==> config.mk <==
export PLATFORM = sky130hd
export DESIGN_NAME = fault_confinement
export DESIGN_NICKNAME = d
export VERILOG_FILES = /design/src/shared/fault_conf_pkg.sv /design/src/shared/err_cnt_if.sv /design/src/logic/err_counter.sv /design/src/logic/fault_confinement.sv
export SDC_FILE = /design/constraint.sdc
export NUM_CORES = 1
export LEC_CHECK = 0
export BUFFER_PORTS_ARGS = -buffer_cell sky130_fd_sc_hd__buf_2
export CAP_MARGIN = 15
export CORE_UTILIZATION = 40
export CTS_CLUSTER_SIZE = 16
export DETAILED_ROUTE_END_ITERATION = 6
export PLACE_DENSITY = 0.61
export SKIP_LAST_GASP = 1
export SLEW_MARGIN = 20
export SYNTH_ARGS = -nofsm -noshare
export SYNTH_HDL_FRONTEND = slang
export SYNTH_SLANG_ARGS = --single-unit
==> constraint.sdc <==
create_clock -name mclk -period 3.1 [get_ports mclk]
set_clock_uncertainty 0.05 [all_clocks]
set_input_delay 0.155 -clock mclk [delete_from_list [all_inputs] [get_ports mclk]]
set_output_delay 0.155 -clock mclk [all_outputs]
set_load 0.03 [all_outputs]
==> src/shared/fault_conf_pkg.sv <==
package fault_conf_pkg;
    localparam logic [7:0]  MODULE_CONFIG_OFS  = 8'h00;
    localparam logic [7:0]  ERROR_STATUS_OFS   = 8'h04;
    localparam logic [7:0]  TX_ERR_OFS         = 8'h08;
    localparam logic [7:0]  RX_ERR_OFS         = 8'h0C;
    localparam int          LOW_POWER_REQ_BIT  = 0;
    localparam int          FREEZE_EN_BIT      = 1;
    localparam int          SUSPEND_REQ_BIT    = 2;
    localparam int          SOFT_RESET_BIT     = 3;
    localparam int          WAKE_ON_BUS_BIT    = 4;
    localparam int          WAKE_MASK_BIT      = 5;
    localparam int          NOT_SYNCED_BIT     = 8;
    localparam int          FREEZE_ACK_BIT     = 9;
    localparam int          LP_ACK_BIT         = 10;
    localparam int          FAULT_LSB          = 0;
    localparam int          WAKE_FLAG_BIT      = 2;
    localparam logic        FREEZE_EN_RST      = 1'b1;
    localparam logic        SUSPEND_REQ_RST    = 1'b1;
    localparam logic [7:0]  ERR_CNT_RST        = 8'h00;
    localparam logic [7:0]  ERR_STEP_BIG       = 8'h08;
    localparam logic [7:0]  ERR_BIG_LIMIT      = 8'hF7;
    localparam logic [7:0]  ERR_CNT_MAX        = 8'hFF;
    localparam logic [7:0]  PASSIVE_LEVEL      = 8'h80;
    localparam logic [7:0]  RX_PRESET          = 8'h77;
    localparam logic [3:0]  RECESSIVE_RUN      = 4'hB;
    typedef enum logic [1:0] {
        FS_ACTIVE  = 2'b00,
        FS_PASSIVE = 2'b01,
        FS_BUSOFF  = 2'b10
    } fault_type;
    typedef enum logic [2:0] {
        M_RUN       = 3'b000,
        M_RESYNC    = 3'b001,
        M_FRZ_WAIT  = 3'b010,
        M_FROZEN    = 3'b011,
        M_STOP_WAIT = 3'b100,
        M_STOPPED   = 3'b101
    } mode_type;
endpackage : fault_conf_pkg

==> src/shared/err_cnt_if.sv <==
`timescale 1ns/100ps
interface err_cnt_if;
    logic       inc_big;
    logic       inc_one;
    logic       dec;
    logic       clr;
    logic       load_en;
    logic [7:0] load_val;
    logic [7:0] count;
    logic       ovf;
    modport ctl (output inc_big, inc_one, dec, clr, load_en, load_val, input count, ovf);
    modport cnt (input inc_big, inc_one, dec, clr, load_en, load_val, output count, ovf);
endinterface : err_cnt_if

==> src/logic/err_counter.sv <==
`timescale 1ns/100ps
module err_counter
    import fault_conf_pkg::*;
(
    input wire logic mclk,
    input wire logic rst,
    err_cnt_if.cnt   port_i
);
    assign port_i.ovf = port_i.inc_big && (port_i.count > ERR_BIG_LIMIT);

    always_ff @(posedge mclk) begin
        if (rst || port_i.clr) begin
            port_i.count <= ERR_CNT_RST;
        end else if (port_i.load_en) begin
            port_i.count <= port_i.load_val;
        end else if (port_i.inc_big) begin
            if (port_i.count > ERR_BIG_LIMIT) begin
                port_i.count <= ERR_CNT_MAX;
            end else begin
                port_i.count <= port_i.count + ERR_STEP_BIG;
            end
        end else if (port_i.inc_one) begin
            if (port_i.count != ERR_CNT_MAX) begin
                port_i.count <= port_i.count + 8'h01;
            end
        end else if (port_i.dec && port_i.count != 8'h00) begin
            port_i.count <= port_i.count - 8'h01;
        end
    end
endmodule : err_counter

==> src/logic/fault_confinement.sv <==
// Our own choices: the plain strobed port and the placing of the registers.
`timescale 1ns/100ps
// Overview of operation
// - Two 8-bit error counters, up by 8 or 1, down by 1, floor zero.
// - Receive counter above 127 stops rising; good reception presets it to 119.
// - Software may write counters only while frozen or suspended.
// - Any counter at 128 or more makes the node error-passive.
// - Both counters at 127 or less return the node to error-active.
// - Transmit counter passing 255 means bus-off; counter then clears.
// - Bus-off counts runs of 11 recessive bits into the transmit counter.
// - Dominant bit in a short run clears only the run counter.
// - Bus-off drives nothing; passive sends passive flags, delays transmit.
// - Debug requested by suspend bit or breakpoint, only with freeze enable.
// - Debug entry waits for idle, intermission or fault, then quiet engine.
// - Frozen: frames stop, prescaler off, rx ignored, tx recessive, flags set.
// - Debug exit on released request, then wait 11 recessive bits.
// - Stop entry waits for idle or recessive third intermission bit, quiet engine.
// - Stop ends on reset, soft reset or cleared low-power request.
// - Armed wake: bus edge clears request, wakes, receives frame without arbitration.
// - Bus edge during stop sets wake flag; interrupt only if masked in.
// - Stop in bus-off pauses recovery counting until request clears.
// - Stop requested while frozen first resynchronises, then awaits stop entry.
// - Immediate wake edge may clear request without ever acknowledging stop.
// - Clearing freeze enable leaves debug and ignores debug requests.
module fault_confinement
    import fault_conf_pkg::*;
(
    input  wire logic        mclk,
    input  wire logic        srst,
    input  wire logic [7:0]  reg_addr,
    input  wire logic [15:0] reg_wdata,
    input  wire logic        reg_wr,
    input  wire logic        reg_rd,
    output logic      [15:0] reg_rdata,
    input  wire logic        can_rx_pin,
    output logic             can_tx_pin,
    input  wire logic        breakpoint_in,
    input  wire logic        bit_tick,
    input  wire logic        tx_bit,
    input  wire logic        tx_err_big,
    input  wire logic        tx_ok,
    input  wire logic        rx_err_big,
    input  wire logic        rx_err_one,
    input  wire logic        rx_ok,
    input  wire logic        bus_idle,
    input  wire logic        bus_intermission,
    input  wire logic        third_ifs_recessive,
    input  wire logic        engine_busy,
    output logic             frame_enable,
    output logic             prescaler_enable,
    output logic             clock_enable,
    output logic             passive_flags,
    output logic             tx_start_delay,
    output logic             wake_sof,
    output logic             bus_off_event,
    output logic             wake_irq
);
    err_cnt_if tx_if ();
    err_cnt_if rx_if ();

    logic       rst_all;
    logic       low_power_req_r;
    logic       freeze_enable_r;
    logic       suspend_req_r;
    logic       soft_reset_r;
    logic       wake_on_bus_enable_r;
    logic       wake_irq_mask_r;
    logic       wake_event_flag_r;
    logic       wake_armed_r;
    logic       rx_meta_r;
    logic       rx_sync_r;
    logic       rx_prev_r;
    logic       breakpoint_in_meta_r;
    logic       breakpoint_in_sync_r;
    logic [3:0] rec_cnt_r;
    mode_type   mode_r;
    fault_type  fault_r;
    fault_type  fault_nxt;
    logic       debug_req;
    logic       wake_edge;
    logic       run_done;
    logic       bus_off;
    logic       recov_done;
    logic       counting_on;
    logic       cnt_wr_ok;
    logic       mcr_wr;
    logic       stop_ready;
    logic       frz_ready;

    assign rst_all     = srst || soft_reset_r;
    assign mcr_wr      = reg_wr && reg_addr == MODULE_CONFIG_OFS;
    assign debug_req   = freeze_enable_r && (suspend_req_r || breakpoint_in_sync_r);
    assign wake_edge   = rx_prev_r && !rx_sync_r;
    assign run_done    = bit_tick && rx_sync_r && rec_cnt_r == RECESSIVE_RUN - 4'h1;
    assign bus_off     = fault_r == FS_BUSOFF;
    assign recov_done  = bus_off && tx_if.count >= PASSIVE_LEVEL;
    assign counting_on = mode_r == M_RUN && !bus_off;
    assign cnt_wr_ok   = mode_r == M_FROZEN || suspend_req_r;
    assign frz_ready   = (bus_idle || bus_intermission || fault_r != FS_ACTIVE)
                         && !engine_busy;
    assign stop_ready  = (bus_idle || third_ifs_recessive) && !engine_busy;

    err_counter u_tx_cnt (
        .mclk   (mclk),
        .rst    (rst_all),
        .port_i (tx_if.cnt)
    );
    err_counter u_rx_cnt (
        .mclk   (mclk),
        .rst    (rst_all),
        .port_i (rx_if.cnt)
    );

    // Error counter steering
    assign tx_if.inc_big  = counting_on && tx_err_big;
    assign tx_if.inc_one  = bus_off && run_done && mode_r != M_STOPPED;
    assign tx_if.dec      = counting_on && tx_ok && !tx_err_big;
    assign tx_if.clr      = tx_if.ovf || recov_done;
    assign tx_if.load_en  = reg_wr && reg_addr == TX_ERR_OFS && cnt_wr_ok;
    assign tx_if.load_val = reg_wdata[7:0];
    assign rx_if.inc_big  = counting_on && rx_err_big && rx_if.count < PASSIVE_LEVEL;
    assign rx_if.inc_one  = counting_on && rx_err_one && rx_if.count < PASSIVE_LEVEL;
    assign rx_if.dec      = counting_on && rx_ok && rx_if.count < PASSIVE_LEVEL;
    assign rx_if.clr      = recov_done;
    always_comb begin
        rx_if.load_en  = 1'b0;
        rx_if.load_val = reg_wdata[7:0];
        if (reg_wr && reg_addr == RX_ERR_OFS && cnt_wr_ok) begin
            rx_if.load_en = 1'b1;
        end else if (counting_on && rx_ok && rx_if.count >= PASSIVE_LEVEL) begin
            rx_if.load_en  = 1'b1;
            rx_if.load_val = RX_PRESET;
        end
    end

    // Fault state
    always_comb begin
        if (bus_off) begin
            fault_nxt = recov_done ? FS_ACTIVE : FS_BUSOFF;
        end else if (tx_if.ovf) begin
            fault_nxt = FS_BUSOFF;
        end else if (tx_if.count >= PASSIVE_LEVEL || rx_if.count >= PASSIVE_LEVEL) begin
            fault_nxt = FS_PASSIVE;
        end else begin
            fault_nxt = FS_ACTIVE;
        end
    end

    always_ff @(posedge mclk) begin
        if (rst_all) begin
            fault_r       <= FS_ACTIVE;
            bus_off_event <= 1'b0;
        end else begin
            fault_r       <= fault_nxt;
            bus_off_event <= !bus_off && fault_nxt == FS_BUSOFF;
        end
    end

    // Pin synchronisers
    always_ff @(posedge mclk) begin
        if (rst_all) begin
            rx_meta_r   <= 1'b1;
            rx_sync_r   <= 1'b1;
            rx_prev_r   <= 1'b1;
            breakpoint_in_meta_r <= 1'b0;
            breakpoint_in_sync_r <= 1'b0;
        end else begin
            rx_meta_r   <= can_rx_pin;
            rx_sync_r   <= rx_meta_r;
            rx_prev_r   <= rx_sync_r;
            breakpoint_in_meta_r <= breakpoint_in;
            breakpoint_in_sync_r <= breakpoint_in_meta_r;
        end
    end

    // Recessive run counter, paused while stopped
    always_ff @(posedge mclk) begin
        if (rst_all) begin
            rec_cnt_r <= 4'h0;
        end else if ((!bus_off && mode_r != M_RESYNC) || mode_r == M_FROZEN) begin
            rec_cnt_r <= 4'h0;
        end else if (bit_tick && mode_r != M_STOPPED) begin
            rec_cnt_r <= (!rx_sync_r || run_done) ? 4'h0 : rec_cnt_r + 4'h1;
        end
    end

    // Mode sequencing
    always_ff @(posedge mclk) begin
        if (rst_all) begin
            mode_r       <= M_FROZEN;
            wake_armed_r <= 1'b0;
        end else begin
            unique case (mode_r)
                M_RUN: begin
                    if (low_power_req_r) begin
                        mode_r <= M_STOP_WAIT;
                    end else if (debug_req) begin
                        mode_r <= M_FRZ_WAIT;
                    end
                end
                M_RESYNC: begin
                    if (debug_req && !low_power_req_r) begin
                        mode_r <= M_FRZ_WAIT;
                    end else if (run_done) begin
                        mode_r <= M_RUN;
                    end
                end
                M_FRZ_WAIT: begin
                    if (!debug_req || low_power_req_r) begin
                        mode_r <= M_RUN;
                    end else if (frz_ready) begin
                        mode_r <= M_FROZEN;
                    end
                end
                M_FROZEN: begin
                    if (!debug_req || low_power_req_r) begin
                        mode_r <= M_RESYNC;
                    end
                end
                M_STOP_WAIT: begin
                    if (!low_power_req_r) begin
                        mode_r <= M_RUN;
                    end else if (stop_ready) begin
                        mode_r       <= M_STOPPED;
                        wake_armed_r <= wake_on_bus_enable_r;
                    end
                end
                M_STOPPED: begin
                    if (wake_armed_r && wake_edge) begin
                        mode_r <= M_RUN;
                    end else if (!low_power_req_r) begin
                        mode_r <= M_RESYNC;
                    end
                end
                default: begin
                    mode_r <= M_FROZEN;
                end
            endcase
        end
    end

    // Wake handling
    always_ff @(posedge mclk) begin
        if (rst_all) begin
            wake_sof          <= 1'b0;
            wake_event_flag_r <= 1'b0;
        end else begin
            wake_sof <= mode_r == M_STOPPED && wake_armed_r && wake_edge;
            if (mode_r == M_STOPPED && wake_edge) begin
                wake_event_flag_r <= 1'b1;
            end else if (reg_wr && reg_addr == ERROR_STATUS_OFS && reg_wdata[WAKE_FLAG_BIT]) begin
                wake_event_flag_r <= 1'b0;
            end
        end
    end
    assign wake_irq = wake_event_flag_r && wake_irq_mask_r;

    // Configuration register
    always_ff @(posedge mclk) begin
        if (rst_all) begin
            low_power_req_r      <= 1'b0;
            freeze_enable_r      <= FREEZE_EN_RST;
            suspend_req_r        <= SUSPEND_REQ_RST;
            soft_reset_r         <= 1'b0;
            wake_on_bus_enable_r <= 1'b0;
            wake_irq_mask_r      <= 1'b0;
        end else begin
            if (mcr_wr) begin
                freeze_enable_r      <= reg_wdata[FREEZE_EN_BIT];
                suspend_req_r        <= reg_wdata[SUSPEND_REQ_BIT];
                soft_reset_r         <= reg_wdata[SOFT_RESET_BIT];
                wake_on_bus_enable_r <= reg_wdata[WAKE_ON_BUS_BIT];
                wake_irq_mask_r      <= reg_wdata[WAKE_MASK_BIT];
            end
            if (wake_edge && ((mode_r == M_STOPPED && wake_armed_r)
                || (mode_r == M_STOP_WAIT && wake_on_bus_enable_r))) begin
                low_power_req_r <= 1'b0;
            end else if (mcr_wr) begin
                low_power_req_r <= reg_wdata[LOW_POWER_REQ_BIT];
            end
        end
    end

    // Read port
    always_ff @(posedge mclk) begin
        if (rst_all) begin
            reg_rdata <= 16'h0000;
        end else if (reg_rd) begin
            unique case (reg_addr)
                MODULE_CONFIG_OFS: begin
                    reg_rdata <= 16'h0000;
                    reg_rdata[LOW_POWER_REQ_BIT] <= low_power_req_r;
                    reg_rdata[FREEZE_EN_BIT]     <= freeze_enable_r;
                    reg_rdata[SUSPEND_REQ_BIT]   <= suspend_req_r;
                    reg_rdata[WAKE_ON_BUS_BIT]   <= wake_on_bus_enable_r;
                    reg_rdata[WAKE_MASK_BIT]     <= wake_irq_mask_r;
                    reg_rdata[NOT_SYNCED_BIT]    <= mode_r != M_RUN && mode_r != M_FRZ_WAIT
                                                    && mode_r != M_STOP_WAIT;
                    reg_rdata[FREEZE_ACK_BIT]    <= mode_r == M_FROZEN;
                    reg_rdata[LP_ACK_BIT]        <= mode_r == M_STOPPED;
                end
                ERROR_STATUS_OFS: begin
                    reg_rdata <= {13'h0000, wake_event_flag_r, fault_r};
                end
                TX_ERR_OFS: begin
                    reg_rdata <= {8'h00, tx_if.count};
                end
                RX_ERR_OFS: begin
                    reg_rdata <= {8'h00, rx_if.count};
                end
                default: begin
                    reg_rdata <= 16'h0000;
                end
            endcase
        end else begin
            reg_rdata <= 16'h0000;
        end
    end

    // Bus side controls
    assign frame_enable     = counting_on;
    assign prescaler_enable = mode_r != M_FROZEN && mode_r != M_STOPPED;
    assign clock_enable     = mode_r != M_STOPPED;
    assign passive_flags    = fault_r == FS_PASSIVE;
    assign tx_start_delay   = fault_r == FS_PASSIVE;

    always_ff @(posedge mclk) begin
        if (rst_all) begin
            can_tx_pin <= 1'b1;
        end else begin
            can_tx_pin <= counting_on ? tx_bit : 1'b1;
        end
    end

    a_busoff_entry: assert property (@(posedge mclk) disable iff (rst_all)
        (!bus_off && tx_if.ovf) |=> (fault_r == FS_BUSOFF && tx_if.count == 8'h00))
        else $error("bus-off not entered on overflow");
    a_busoff_quiet: assert property (@(posedge mclk) disable iff (rst_all)
        (bus_off && $past(bus_off)) |-> can_tx_pin)
        else $error("transmit driven during bus-off");
    a_passive_entry: assert property (@(posedge mclk) disable iff (rst_all)
        (!bus_off && !tx_if.ovf && tx_if.count >= PASSIVE_LEVEL) |=> fault_r == FS_PASSIVE)
        else $error("passive state missed");
    a_rx_saturate: assert property (@(posedge mclk) disable iff (rst_all)
        (rx_if.count >= PASSIVE_LEVEL && !rx_ok && !reg_wr && !recov_done)
        |=> rx_if.count == $past(rx_if.count))
        else $error("receive counter moved above 127");
    a_recov_step: assert property (@(posedge mclk) disable iff (rst_all)
        (bus_off && run_done && mode_r != M_STOPPED && !recov_done && !reg_wr)
        |=> tx_if.count == $past(tx_if.count) + 8'h01)
        else $error("recovery step lost");
    a_recov_dominant: assert property (@(posedge mclk) disable iff (rst_all)
        (bus_off && bit_tick && !rx_sync_r && mode_r != M_STOPPED && !reg_wr && !recov_done)
        |=> (rec_cnt_r == 4'h0 && $stable(tx_if.count)))
        else $error("dominant bit disturbed recovery");
    a_freeze_gate: assert property (@(posedge mclk) disable iff (rst_all)
        (mode_r == M_FRZ_WAIT && !freeze_enable_r) |=> mode_r == M_RUN)
        else $error("debug entry without freeze enable");
    a_wake_flag: assert property (@(posedge mclk) disable iff (rst_all)
        (mode_r == M_STOPPED && wake_edge) |=> wake_event_flag_r ##1 wake_event_flag_r
        || !$past(reg_wr))
        else $error("wake flag not set");
    a_stop_pause: assert property (@(posedge mclk) disable iff (rst_all)
        (mode_r == M_STOPPED && $past(mode_r) == M_STOPPED) |-> $stable(rec_cnt_r))
        else $error("recovery count ran during stop");
endmodule : fault_confinement

* Word-level counts from Yosys, hierarchy flattened *
Cells that the tools add are included.

word-level totals
  logic and storage cells = 180
  register bits = 57

operators by class
  order comparisons = 5
  muxes and demuxes = 36
  equal/unequal tests = 27
  reductions and logical operators = 81
  add/subtract/negate cells = 7
  bitwise gates (word level) = 2

operators with widths
  operator                                                            count
  8-bit 2-to-1 mux                                                    14
  1-bit logical AND                                                   44
  11-bit one-hot mux with 4 select lines                              1
  3-bit 2-to-1 mux                                                    11
  3-bit != test, second input constant                                7
  3-bit one-hot mux with 6 select lines                               1
  8-bit by 1-bit adder with 8-bit output, second input constant       2
  8-bit by 4-bit adder with 8-bit output, second input constant       2
  8-bit by 4-bit == test with 1-bit output, second input constant     2
  8-bit greater-or-equal comparator, second input constant            2
  8-bit > comparator, second input constant                           2
  8-bit != test, second input constant                                2
  8-bit nonzero test                                                  2
  8-bit by 1-bit subtractor with 8-bit output, second input constant  2
  1-bit logical OR                                                    14
  8-bit by 3-bit == test with 1-bit output, second input constant     1
  8-bit zero test                                                     1
  8-bit less-than comparator, second input constant                   1
  4-bit nonzero test                                                  2
  2-bit OR reduction                                                  4
  3-bit by 2-bit == test with 1-bit output, second input constant     2
  3-bit == test, second input constant                                2
  1-bit zero test                                                     6
  2-bit 2-to-1 mux                                                    3
  19 further kinds                                                    28

* Longest topological paths before layout *
  depth after elaboration = 10
  mapped depth = 12

* Cells and area by module *
From an unflattened synthesis, not the netlist that was laid out.

unflattened totals
  cells, all modules = 453
  area total of the unflattened synthesis = 3,772.4 sq um

modules (own cells, without submodules)
  module             instances  cells an instance  area each (sq um)
  err_counter        2          125                977.2
  fault_confinement  1          203                1,818.0

* Worst setup path before layout *
OpenSTA, ideal clock, no wires.

  kind = reg2reg
  from = reg mode_r[1]
  to = reg u_rx_cnt.port_i.count[6]
  slack = 266 ps
  period minus slack after synthesis = 2,834 ps
  data required time = 2,935 ps
  stages on the path, launching flop included = 12
  path buffers = 1
  arrival time = 2,670 ps
  path through = dfxtp_1 -> clkbuf_1 -> or2_2 -> nor4_2 -> nand2_1 -> fa_1 -> a211oi_1 -> o21bai_1 -> a21oi_1 -> xor2_1 -> nor3_1 -> o21a_1

on the way
  cells in the longest elaborated chain, start to end = 8

RTL lines
  what                                                                                             line                                                text
  start: declaration                                                                               fault_confinement.sv:76                             mode_type mode_r;
  start signal: assignment                                                                         fault_confinement.sv:190                            mode_r <= M_FROZEN;
  start signal: assignment                                                                         fault_confinement.sv:196                            mode_r <= M_STOP_WAIT;
  start signal: assignment                                                                         fault_confinement.sv:198                            mode_r <= M_FRZ_WAIT;
  3-bit zero test                                                                                  fault_confinement.sv:97                             assign counting_on = mode_r == M_RUN && !bus_off;
  1-bit logical AND                                                                                fault_confinement.sv:97
  1-bit logical AND                                                                                fault_confinement.sv:123, fault_confinement.sv:130
  1-bit logical AND                                                                                fault_confinement.sv:130                            end else if (counting_on && rx_ok && rx_if.count >= PASSIVE_LEVEL) begin
  1-bit 2-to-1 mux                                                                                 fault_confinement.sv:130
  1-bit 2-to-1 mux                                                                                 fault_confinement.sv:128                            if (reg_wr && reg_addr == RX_ERR_OFS && cnt_wr_ok) begin
  4-bit by 2-bit != test with 1-bit output (no source line) or 4-bit nonzero test (tied branches)  --
  2-bit AND reduction (no source line)                                                             --
  end signal: assignment                                                                           err_counter.sv:20                                   port_i.count <= port_i.count + ERR_STEP_BIG;
  end signal: assignment                                                                           err_counter.sv:24                                   port_i.count <= port_i.count + 8'h01;
  end signal: assignment                                                                           err_counter.sv:27                                   port_i.count <= port_i.count - 8'h01;
  end: declaration                                                                                 err_cnt_if.sv:12                                    modport cnt (input inc_big, inc_one, dec, clr, load_en, load_val, output count, ovf);

Several ways; a longest one is shown, not always the timed one.
A chain may end at the register's enable or synchronous reset.

* Worst setup path after layout *
  from = reg mode_r[0]
  to = reg u_rx_cnt.port_i.count[5]

Same word-level chain as after synthesis.

==> results.md <==
- Status: finished, final reports clean
- Clk sinks: 52
- Yosys top cell by area: dfxtp_1
- Final nets: 516
- Top FF cell, synth: dfxtp_1
- Post-DR vias/cell: 5.749
- Headroom to the max-slew limit: 47.70%
- Antenna-violating nets left: 0
- Synth cell count leaders: dfxtp_1, nor2_1, nand2_1
- Die height: 93.01 um
- Htree depth: 2
- Period Utilization, post-route: 93.80%
- Hold/Removal Path Class: primary input to flip-flop
- Vias post-DR: 3,208
- Core ar.: 7888 um2
- Post-synthesis simple-gate area fraction: 20.96%
- Clk slew on worst S/H paths: 110 ps
- Wire per inst: 16.37 um
- Die Area: 8651 um2
- Post-synthesis sequential area ratio: 31.42%
- Synth Register Bits: 52
- Worst setup startpoint: mode_r[0]
- Final worst path period need: 2908 ps
- Hpwl dp: 7.071 mm
- Final Hold Vio Count: 0
- Finish-stage setup viols: 0
- Yosys top cell area share: 31.42%
- Origin of the worst min-delay path: reg_wdata[7]
- Hold Slack: 12.38 ps
- Die W: 93.01 um
- GP Congestion: 0.9177
- Initial core utilization: 42.01%
- Fin Setup TNS: 0 ps
- Total of fill cells in the finished design: 797
- Clock latency on the worst-skew pair: 320 ps
- Compound-Gate Fraction of Synth Area: 22.96%
- Initial antenna violation count: 0
- FF-to-FF Start: mode_r[0]
- Largest family of logic cells by synthesized area: compound AO/OA/AOI/OAI gates
- Largest cells by area after synthesis: dfxtp_1, ha_1, a21oi_1
- IO Count: 66
- Pin count of the biggest net entering global routing: 19
- CP required: 3260 ps
- Largest buffer count on any clock path: 2
- Cell row count: 32
- Worst-path maximum fanout: 4
- Post-CTS Setup Inserts: 0
- PD cells: 305.2 nW/um2
- Critical path type: flip-flop to flip-flop
- Fmax: 343.9 MHz
- Most numerous cell in the Yosys netlist: dfxtp_1
- Clk root buf: clkbuf_8
- Wl on met1: 4.200 mm
- CTS tree: done
- Adder-cell share of the synthesized area: 8.006%
- Overflow after GRT: 0
- Fraction of registers with async set or reset after synthesis: 0%
- Warnings, synthesis: 0
- Worst setup EP type: flip-flop
- I/O Buffers: 52
- Max-Cap Viols: 0
- Slew @ Worst Pin: 772.3 ps
- P&R area growth vs syn: 16.62%
- Startpoint Class: flip-flop
- Mean Syn Cell Area: 8.388 um2
- Pre-Repair DR Iteration Count: 5
- DR top layer: met4
- Post-synth EDFFs: 0
- Leak pwr: 1.654 nW
- Post-synthesis mux area share: 6.344%
- Xor/xnor cell area share of the yosys netlist: 5.023%
- Met3 Wirelength: 501 um
- Met2 routed WL: 4.328 mm
- Mapped Cells: 395
- Arr. time, crit path: 3070 ps
- Synthesized cell area: 3313 um2
- # diodes: 0
- GRT Total Usage: 22.10%
- Distinct cells, synth: 64
- Share of cells above drive strength 1: 20.39%
- DRC Markers: 0
- Final Slew Violations: 0
- Vias in the first global route: 3,025
- Post-detailed-routing wire length: 9.132 mm
- CTS Buf Count: 5
- Unrepaired setup endpoints after global routing: false
- Drt first-iter violations: 229
- VDD IR-drop max: 0.1620 mV
- First-pass GRT wire length: 14.89 mm
## sequential cells by signal, summed over array words and instances (netlist names), 2 cells and up
register / count
reg_rdata: 11
u_rx_cnt.port_i.count: 8
u_tx_cnt.port_i.count: 8
rec_cnt_r: 4
mode_r: 3
fault_r: 2
## metal layers
metal	GRT usage, %	vias to the layer above
met5	0	-
met4	5.897	0
met3	3.496	12
met2	38.11	112
met1	28.59	1524
li1	-	1560
## kinds of logic after synthesis
logic type                 count (synthesis)
buffers and inverters                     37
xor gates and xnor gates                  19
muxes                                     17
adders and majority gates                 20
DFF                                       52
AOI/OAI and AO/OA                        112
other                                      1
and+or+nand+nor                          137
## through the flow
step | cell area [um2] | cells | setup WS [ps] | util, % | total power [mW]
3_3_place_gp | 3725 | 547 | 159.7 | 47.22 | 0.7753
5_1_grt | 3864 | 558 | 3.033 | 48.98 | 1.228
2_1_floorplan | 3328 | 399 | 265.7 | - | 0.7401
3_5_place_dp | 3725 | 547 | 68.82 | 47.22 | 0.7765
4_1_cts | 3851 | 558 | 36.94 | 48.83 | 1.190
6_report | 3864 | 558 | 192.2 | 48.98 | 1.179
## cell usage in the layout, fill, tap and decap left out, types with 3 or more instances in the layout
| master | n |
|---|---|
| a211oi_1 | 7 |
| a21o_1 | 4 |
| a21oi_1 | 28 |
| a31oi_1 | 3 |
| and2_1 | 4 |
| and3_1 | 3 |
| buf_2 | 52 |
| buf_4 | 17 |
| clkbuf_8 | 5 |
| conb_1 | 5 |
| dfxtp_1 | 52 |
| dlygate4sd3_1 | 3 |
| ha_1 | 18 |
| inv_1 | 14 |
| mux2i_1 | 12 |
| mux4_2 | 3 |
| nand2_1 | 31 |
| nand3_1 | 12 |
| nand4_1 | 5 |
| nor2_1 | 33 |
| nor2b_1 | 10 |
| nor3_1 | 9 |
| nor4_1 | 8 |
| o2111ai_1 | 4 |
| o21a_1 | 4 |
| o21ai_0 | 20 |
| o221ai_1 | 3 |
| o2bb2ai_1 | 4 |
| o31ai_1 | 8 |
| or2_2 | 4 |
| or3_1 | 6 |
| xnor2_1 | 12 |
| xor2_1 | 7 |
## what timing repair did
action,in CTS,in global routing
resized for setup,0,3
hold buffers,3,0
hold endpoints to repair,3,0
setup endpoints to repair,0,4
## path summary, 6_finish.rpt
kind,endpoint,slack [ps],depth (start not counted)
max,u_rx_cnt.port_i.count[5],190,10
min,u_tx_cnt.port_i.count[7],10,2
max reg2reg,u_rx_cnt.port_i.count[5],190,10
min reg2reg,rx_sync_r,360,1
## area by class of cell
cell class / count / area, um2 / share of cell area [%]
Multi-Input combinational cell: 310 / 2128 / 55.08
Sequential cell: 52 / 1041 / 26.94
Timing Repair Buffer: 72 / 417.9 / 10.82
Tap cell: 102 / 127.6 / 3.303
Clock buffer: 5 / 68.82 / 1.781
Inverter: 14 / 52.55 / 1.360
Clock inverter: 3 / 27.53 / 0.7124
## report_power, final
group          switching [mW]  internal (mW)
clock                   0.248          0.166
combinational          0.0547         0.0363
sequential            0.00250          0.671
## worst max-delay path, stage by stage, from the launching register on
cell      delay, ps
dfxtp_1         350
or2_2           350
nor4_2          290
nand2_1         220
ha_1            310
a21o_1          170
a21oi_1         310
o21ai_0         170
xor2_1          170
a211oi_1        300
a21oi_1         110
No activity file was read; power rests on OpenSTA's default activity.
